<file path="src/logic/reset_seq_defs.vh">
// constants for the reset source sequencer
`ifndef RESET_SEQ_DEFS_VH
`define RESET_SEQ_DEFS_VH
// register byte offsets
`define REG_CAUSE_OFF 8'h00
`define REG_CTRL_OFF 8'h04
`define REG_STATE_OFF 8'h08
// cause flag positions
`define FLAG_PWR 0
`define FLAG_PIN 1
`define FLAG_BOD 2
`define FLAG_WDT 3
// control register field positions
`define CTRL_ADC_EN 0
`define CTRL_ACMP_EN 1
`define CTRL_ACMP_BG 2
`define CTRL_SLEEP 3
`define CTRL_MODE_LO 4
`define CTRL_MODE_HI 6
`define CTRL_RESET 8'h00
// sleep mode encodings
`define MODE_IDLE 3'h0
`define MODE_ADCNR 3'h1
// times in ns and cycle counts at 100 ns per cycle
`define CLK_PERIOD_NS 100
`define BOD_MIN_NS 2000
`define BOD_MIN_CYC ((`BOD_MIN_NS + `CLK_PERIOD_NS - 1) / `CLK_PERIOD_NS)
`define PIN_MIN_NS 1500
`define PIN_MIN_CYC ((`PIN_MIN_NS + `CLK_PERIOD_NS - 1) / `CLK_PERIOD_NS)
`endif

</file>
<file path="src/logic/reset_source_sequencer.v">
// reset source combiner, stretch counter, cause flags and sleep gating
`timescale 1ns/10ps
`include "reset_seq_defs.vh"
module reset_source_sequencer #(
    parameter DELAY_W = 24,
    parameter [3:0] DELAY_SEL_W = 4
) (
    input wire aclk,
    input wire aresetn,
    input wire poweron_ok,
    input wire reset_pin_n,
    input wire watchdog_timeout,
    input wire watchdog_enable,
    input wire brownout_low,
    input wire brownout_enable_fuse,
    input wire brownout_level_fuse,
    input wire [3:0] clock_select_fuses,
    input wire [31:0] awaddr,
    input wire awvalid,
    output reg awready,
    input wire [31:0] wdata,
    input wire [3:0] wstrb,
    input wire wvalid,
    output reg wready,
    output reg [1:0] bresp,
    output reg bvalid,
    input wire bready,
    input wire [31:0] araddr,
    input wire arvalid,
    output reg arready,
    output reg [31:0] rdata,
    output reg [1:0] rresp,
    output reg rvalid,
    input wire rready,
    output reg port_reset,
    output reg core_reset,
    output reg input_buffer_en,
    output reg adc_power_en,
    output reg adc_extended_conv,
    output reg acmp_power_en,
    output reg brownout_power_en,
    output reg watchdog_run_en,
    output reg vref_power_en,
    output reg brownout_level_sel
);
    // ==========================================================
    // input synchronisers
    // ==========================================================
    reg [3:0] sync1_q;
    reg [3:0] sync2_q;
    wire pwr_ok_s;
    wire pin_low_s;
    wire wdt_to_s;
    wire bod_low_s;

    // pins and detectors are asynchronous; two flops before use
    // only the second stage feeds logic, so a metastable first stage
    // gets a full cycle to settle before anything decodes it
    always @(posedge aclk) begin
        if (!aresetn) begin
            sync1_q <= 4'h0;
            sync2_q <= 4'h0;
        end else begin
            sync1_q <= {watchdog_timeout, brownout_low, ~reset_pin_n,
                        poweron_ok};
            sync2_q <= sync1_q;
        end
    end
    // supply reads as failed until it has crossed both stages
    assign pwr_ok_s = sync2_q[0];
    assign pin_low_s = sync2_q[1];
    assign bod_low_s = sync2_q[2];
    assign wdt_to_s = sync2_q[3];

    // ==========================================================
    // source qualification
    // ==========================================================
    wire pin_src;
    wire bod_src;
    wire bod_raw;
    reg wdt_prev_q;
    reg wdt_pulse_q;

    // pin pulse must outlast the minimum width before it counts
    level_filter #(
        .COUNT(`PIN_MIN_CYC),
        .W(8)
    ) u_pin_filter (
        .aclk(aclk),
        .aresetn(aresetn),
        .level_in(pin_low_s),
        .level_out(pin_src)
    );

    // brown-out only when the fuse enables the detector
    assign bod_raw = bod_low_s & brownout_enable_fuse;

    // short dips below the trigger never reach the source
    level_filter #(
        .COUNT(`BOD_MIN_CYC),
        .W(8)
    ) u_bod_filter (
        .aclk(aclk),
        .aresetn(aresetn),
        .level_in(bod_raw),
        .level_out(bod_src)
    );

    // watchdog expiry becomes a single-cycle pulse when enabled
    // the enable is sampled with the edge, so a late enable misses it
    always @(posedge aclk) begin
        if (!aresetn) begin
            wdt_prev_q <= 1'b0;
            wdt_pulse_q <= 1'b0;
        end else begin
            wdt_prev_q <= wdt_to_s;
            wdt_pulse_q <= wdt_to_s & ~wdt_prev_q & watchdog_enable;
        end
    end

    // power loss needs no filter: reset must reassert at once
    wire pwr_src;
    wire any_src;
    assign pwr_src = ~pwr_ok_s;
    assign any_src = pwr_src | pin_src | bod_src | wdt_pulse_q;

    // ==========================================================
    // delay counter and reset outputs
    // ==========================================================
    reg [DELAY_W-1:0] delay_q;
    reg [DELAY_W-1:0] delay_len;

    // stretch length chosen from the clock select fuses
    // fuse values at or above the counter width shift the one out
    always @* begin
        delay_len = {{(DELAY_W-1){1'b0}}, 1'b1} << clock_select_fuses;
    end

    // the counter reloads on every cycle a source stands, so the stretch
    // is measured from the last source to clear, not the first
    // any active source reloads; count starts when all are gone
    always @(posedge aclk) begin
        if (!aresetn) begin
            delay_q <= {DELAY_W{1'b0}};
            port_reset <= 1'b1;
            core_reset <= 1'b1;
        end else if (any_src) begin
            delay_q <= delay_len;
            port_reset <= 1'b1;
            core_reset <= 1'b1;
        end else if (delay_q != {DELAY_W{1'b0}}) begin
            delay_q <= delay_q - 1'b1;
            port_reset <= 1'b1;
            core_reset <= 1'b1;
        end else begin
            port_reset <= 1'b0;
            core_reset <= 1'b0;
        end
    end
    // port_reset is exported raw so ports clear without a clock in silicon;
    // here it is registered to keep one domain

    // ==========================================================
    // cause flags
    // ==========================================================
    reg [3:0] cause_q;
    wire wr_cause;

    // hardware set wins over software clear in the same cycle
    // a zero write clears only the flags written as zero; ones keep theirs
    always @(posedge aclk) begin
        if (!aresetn) begin
            cause_q <= 4'h0;
        end else if (pwr_src) begin
            cause_q <= 4'h1;
        end else begin
            if (wr_cause && wstrb[0])
                cause_q <= cause_q & wdata[3:0];
            if (pin_src)
                cause_q[`FLAG_PIN] <= 1'b1;
            if (bod_src)
                cause_q[`FLAG_BOD] <= 1'b1;
            if (wdt_pulse_q)
                cause_q[`FLAG_WDT] <= 1'b1;
        end
    end

    // ==========================================================
    // control register and sleep gating
    // ==========================================================
    reg [7:0] ctrl_q;
    reg adc_prev_q;
    wire wr_ctrl;
    wire sleeping;
    wire [2:0] mode;
    wire light_sleep;

    // sleep mode decode; reserved codes behave as the deep modes
    assign sleeping = ctrl_q[`CTRL_SLEEP];
    assign mode = ctrl_q[`CTRL_MODE_HI:`CTRL_MODE_LO];
    assign light_sleep = (mode == `MODE_IDLE) || (mode == `MODE_ADCNR);

    // control bits return to defaults under any internal reset
    always @(posedge aclk) begin
        if (!aresetn || core_reset) begin
            ctrl_q <= `CTRL_RESET;
        end else if (wr_ctrl && wstrb[0]) begin
            ctrl_q <= wdata[7:0];
        end
    end

    // level fuse only steers the analog trigger; it is mirrored out
    // power enables; idle keeps I/O clock, noise reduction the ADC clock
    always @(posedge aclk) begin
        if (!aresetn) begin
            adc_prev_q <= 1'b0;
            input_buffer_en <= 1'b1;
            adc_power_en <= 1'b0;
            adc_extended_conv <= 1'b0;
            acmp_power_en <= 1'b0;
            brownout_power_en <= 1'b0;
            watchdog_run_en <= 1'b0;
            vref_power_en <= 1'b0;
            brownout_level_sel <= 1'b0;
        end else begin
            adc_prev_q <= ctrl_q[`CTRL_ADC_EN];
            input_buffer_en <= ~sleeping | light_sleep;
            adc_power_en <= ctrl_q[`CTRL_ADC_EN];
            // re-enable arms a long conversion; cleared when turned off
            if (ctrl_q[`CTRL_ADC_EN] && !adc_prev_q)
                adc_extended_conv <= 1'b1;
            else if (!ctrl_q[`CTRL_ADC_EN])
                adc_extended_conv <= 1'b0;
            acmp_power_en <= ctrl_q[`CTRL_ACMP_EN]
                             & (~sleeping | light_sleep);
            brownout_power_en <= brownout_enable_fuse;
            watchdog_run_en <= watchdog_enable;
            vref_power_en <= brownout_enable_fuse | ctrl_q[`CTRL_ADC_EN]
                             | (ctrl_q[`CTRL_ACMP_BG]
                                & ctrl_q[`CTRL_ACMP_EN]);
            brownout_level_sel <= brownout_level_fuse;
        end
    end

    // ==========================================================
    // AXI4-Lite slave
    // ==========================================================
    reg aw_have_q;
    reg w_have_q;
    reg [7:0] aw_addr_q;
    wire wr_fire;

    assign wr_fire = aw_have_q && w_have_q && !bvalid;
    assign wr_cause = wr_fire && (aw_addr_q == `REG_CAUSE_OFF);
    assign wr_ctrl = wr_fire && (aw_addr_q == `REG_CTRL_OFF);

    // only the low byte of the address is decoded; upper bits alias
    // write: address and data taken in either order, then response
    always @(posedge aclk) begin
        if (!aresetn) begin
            aw_have_q <= 1'b0;
            w_have_q <= 1'b0;
            aw_addr_q <= 8'h00;
            awready <= 1'b0;
            wready <= 1'b0;
            bvalid <= 1'b0;
            bresp <= 2'h0;
        end else begin
            awready <= !aw_have_q && !awready && awvalid;
            wready <= !w_have_q && !wready && wvalid;
            if (awvalid && awready) begin
                aw_have_q <= 1'b1;
                aw_addr_q <= {awaddr[7:2], 2'h0};
            end
            if (wvalid && wready)
                w_have_q <= 1'b1;
            if (wr_fire) begin
                aw_have_q <= 1'b0;
                w_have_q <= 1'b0;
                bvalid <= 1'b1;
                // state register is read-only; unmapped gives decode error
                bresp <= (aw_addr_q == `REG_CAUSE_OFF
                          || aw_addr_q == `REG_CTRL_OFF) ? 2'h0 :
                         (aw_addr_q == `REG_STATE_OFF) ? 2'h2 : 2'h3;
            end else if (bvalid && bready) begin
                bvalid <= 1'b0;
            end
        end
    end

    // a new address is refused while the previous answer still stands
    // read: one cycle to accept, data the next
    always @(posedge aclk) begin
        if (!aresetn) begin
            arready <= 1'b0;
            rvalid <= 1'b0;
            rdata <= 32'h0000_0000;
            rresp <= 2'h0;
        end else begin
            arready <= !arready && !rvalid && arvalid;
            if (arvalid && arready) begin
                rvalid <= 1'b1;
                rresp <= 2'h0;
                case ({araddr[7:2], 2'h0})
                    `REG_CAUSE_OFF: rdata <= {28'h0000000, cause_q};
                    `REG_CTRL_OFF: rdata <= {24'h000000, ctrl_q};
                    `REG_STATE_OFF: rdata <= {24'h000000, 3'h0,
                        adc_extended_conv, vref_power_en, input_buffer_en,
                        port_reset, core_reset};
                    default: begin
                        rdata <= 32'h0000_0000;
                        rresp <= 2'h3;
                    end
                endcase
            end else if (rvalid && rready) begin
                rvalid <= 1'b0;
            end
        end
    end
endmodule

</file>
<file path="src/logic/level_filter.v">
// persistence filter: output rises only after a stable run, falls as soon as the input drops
`timescale 1ns/10ps
module level_filter #(
    parameter COUNT = 20,
    parameter W = 8
) (
    input wire aclk,
    input wire aresetn,
    input wire level_in,
    output reg level_out
);
    reg [W-1:0] run_q;

    // count cycles the input is asserted; short dips never reach the end
    always @(posedge aclk) begin
        if (!aresetn) begin
            run_q <= {W{1'b0}};
            level_out <= 1'b0;
        end else if (!level_in) begin
            run_q <= {W{1'b0}};
            level_out <= 1'b0;
        end else if (run_q >= COUNT[W-1:0] - 1'b1) begin
            level_out <= 1'b1;
        end else begin
            run_q <= run_q + 1'b1;
        end
    end
endmodule

</file>
<file path="config.mk">
export PLATFORM = sky130hd
export DESIGN_NAME = reset_source_sequencer
export DESIGN_NICKNAME = d
export VERILOG_FILES = /design/src/logic/reset_source_sequencer.v /design/src/logic/level_filter.v
export VERILOG_INCLUDE_DIRS = /design/src /design/src/logic
export SDC_FILE = /design/constraint.sdc
export NUM_CORES = 1
export LEC_CHECK = 0
export ABC_AREA = 1
export ABC_CLOCK_PERIOD_IN_PS = 3990
export BUFFER_PORTS_ARGS = -buffer_cell sky130_fd_sc_hd__buf_2
export CELL_PAD_IN_SITES_DETAIL_PLACEMENT = 1
export CELL_PAD_IN_SITES_GLOBAL_PLACEMENT = 1
export CORE_UTILIZATION = 37
export CTS_CLUSTER_SIZE = 8
export DETAILED_ROUTE_END_ITERATION = 6
export PLACE_DENSITY_LB_ADDON = 0.15
export SLEW_MARGIN = 0
export SYNTH_ARGS = -nofsm -noshare
export SYNTH_HDL_FRONTEND = slang
export SYNTH_SLANG_ARGS = --single-unit
</file>
<file path="constraint.sdc">
create_clock -name aclk -period 3.99 [get_ports aclk]
set_input_delay 0.399 -clock aclk [delete_from_list [all_inputs] [get_ports aclk]]
set_output_delay 0.399 -clock aclk [all_outputs]
set_load 0.005 [all_outputs]
</file>
==> flow_summary.json <==
{
  "multi_input_area_sq_um": 2270,
  "antenna_found_initial": 0,
  "io_buffers": 65,
  "routabilityCongestion": 0.840,
  "grt_max_degree": 35,
  "synth_fa_ha_area_frac": 0.0132,
  "cts_setup_buffers": 0,
  "min_path_type": "in2reg",
  "vias_per_cell": 4.77,
  "leakage_uw": 0.00254,
  "dp_hpwl_um": 9610,
  "numCtsBuffers": 9,
  "synthMuxAreaShare": 0,
  "cp.arrival_ns": 1.92,
  "synth.avg_cell_area_sq_um": 7.07,
  "seq_area_frac_synth": 0.410,
  "die_y_um": 115,
  "yosys.area_share.simple": 0.342,
  "finalPower_uw": 2370,
  "pre_cts_ws_ns": 2.25,
  "core_region_area_sq_um": 12200,
  "grt_pass1_wl_um": 20900,
  "die_area_sq_um": 13200,
  "root_buffer": "clkbuf_16",
  "row_count": 40,
  "cts_resized": 0,
  "first_iter_violations": 106,
  "die_x_um": 115,
  "finClkSkew_ns": 0.00686,
  "ios": 169,
  "rsz0062_at_grt": "no",
  "ctsHoldBuffers": 0,
  "hold_viol_final": 0,
  "initial_utilization": 0.387,
  "routed_wl_um": 12400,
  "crit_type": "reg2reg",
  "groute.usage.overall": 0.203,
  "outcome": "completed",
  "regArea_sq_um": 1940,
  "synth_compound_area_frac": 0.101,
  "synth_edf_count": 0,
  "area_delta_synth_final_pct": 14.5,
  "setup_viol": 0,
  "ys_ff_latch": 97,
  "insertion_delay_ns": 0.35,
  "grt_pass1_vias": 4371,
  "final_net_count": 856,
  "dominantRegCellSynth": "dfxtp_1",
  "worstPathRequired_ns": 4.23,
  "h-tree-depth": 3,
  "yosysWarnings": 0,
  "drv_cap": 0,
  "diodes": 0,
  "setup_ws_ns": 2.31,
  "synthTopCellsByArea": "dfxtp_1, nand2_1, nor2_1, inv_1, a21oi_1",
  "clkTransAtPathRegs_ns": 0.07,
  "synth_xor_xnor_area_share": 0.00555,
  "ant_nets": 0,
  "place_inst": 890,
  "max_freq_mhz": 597,
  "worst-path-max-fanout": 24,
  "yosys.area.top_type_share": 0.410,
  "netlist_area_sq_um": 4730,
  "r2r_setup_slack_ns": 2.31,
  "period_minus_slack_ns": 1.68,
  "overflow": 0,
  "yosys.area.top_type": "dfxtp_1",
  "maxSlewViolCount": 0,
  "dr.pass1.iters": 4,
  "drive_above_1_share": 0.168,
  "cp-start-kind": "register",
  "power_per_cell_area_nw_per_um2": 437,
  "cts_tree": "done",
  "nFillCells": 1638,
  "synthArstFlopShare": 0,
  "crit_path_end_kind": "register",
  "holdWs_ns": 0.200,
  "fin_tns_setup_ns": 0,
  "synth_top_family_by_area": "simple AND/OR/NAND/NOR gates",
  "syn_inst": 669,
  "period_share": 0.420,
  "routedWlPerCell_um": 13.7,
  "finalNonFillerCells": 906,
  "ir_worst_vdd_uv": 205,
  "via_count": 4323,
  "clockBufferDepth": 2,
  "clock_sinks": 97,
  "drc": 0,
  "post_synth_num_cell_types": 31
}
-- where the power goes --
group          switching (uW)  internal, uW  leakage, uW  total, uW
Sequential               24.8           997     0.000788       1020
Clock                     406           493     0.000153        899
Combinational             301           146      0.00160        447
-- per-stage QoR --
step / area, sq um / utilization
after detailed placement: 5110 / 0.419
after floorplan: 4820 / -
final: 5420 / 0.444
after global placement: 5110 / 0.419
after global routing: 5420 / 0.444
after CTS: 5420 / 0.444
-- cells by family (layout without fill, tap and decap cells) --
group	after synthesis	after routing
DFF	97	97
adders and majority gates	5	5
and+or+nand+nor	345	345
xor gates and xnor gates	3	3
other	1	24
AOI/OAI and AO/OA	92	92
buffers and inverters	126	172
-- sequential cells by signal, summed over array words and instances (netlist names), 2 cells and up --
name and cells:
u_pin_filter.run_q 8, sync1_q 4, delay_q 24, sync2_q 4
bresp 2, cause_q 4, ctrl_q 8, rdata 8
aw_addr_q 6, u_bod_filter.run_q 8
-- critical path, cell delays in order, from the launching register on --
cell     delay [ns]
dfxtp_1        0.31
inv_1          0.09
nand2_1        0.14
nor2_8         0.38
nor2_1         0.19
inv_1          0.13
nor2_1         0.05
nor2_1         0.18
a21oi_2        0.07
-- cell usage in the layout (no fill, tap or decap), types with 2 or more instances in the layout --
master     Yosys  routed
a21oi_2        3       3
nand2_2        8       8
nor3_1        15      15
nor3b_1        2       2
nor2_8         2       2
a21oi_1       44      44
o21ai_1        6       6
nor2_4        11      11
ha_1           5       5
inv_6          0       2
o21ai_0       36      36
nor2_2         9       9
inv_1         88      88
a31oi_1        2       2
dfxtp_1       97      97
nand2_4        4       4
xor2_1         2       2
conb_1         1      24
nand4_1       14      14
clkinv_2       0       3
clkbuf_16      0       9
buf_4         27       2
nor2_1       115     115
nand2_1      132     132
buf_2          4      65
nand3_1       30      30
-- cells in the mapped netlist (9+ instances only) --
master   instances
nor2_2           9
nand3_1         30
nor2_1         115
o21ai_0         36
inv_1           88
nand4_1         14
buf_4           27
a21oi_1         44
nand2_1        132
nor3_1          15
dfxtp_1         97
nor2_4          11
-- routing by layer --
metal,GRT usage,routed length [um],vias up
met4,0.0684,186,0
met5,0,0,-
met2,0.348,6020,78
met3,0.0385,477,16
met1,0.255,5730,2047
li1,-,-,2182
-- path summary, 6_finish.rpt --
path	start	cells past startpoint	end
worst max-delay path	u_bod_filter.level_out	8	delay_q[14]
worst min-delay path	reset_pin_n	2	sync1_q[1]
worst max register to register	u_bod_filter.level_out	8	delay_q[14]
worst min register to register	wdt_prev_q	1	wdt_pulse_q
-- cell type report --
cell class | count | share of cell area
well taps | 168 | 0.0388
flip-flops and latches | 97 | 0.358
multi-input cells | 469 | 0.420
repair buffers | 67 | 0.0628
clock buffers | 9 | 0.0416
inverters | 89 | 0.0642
clock inverters | 7 | 0.0145
(Power assumes the default switching activity.)
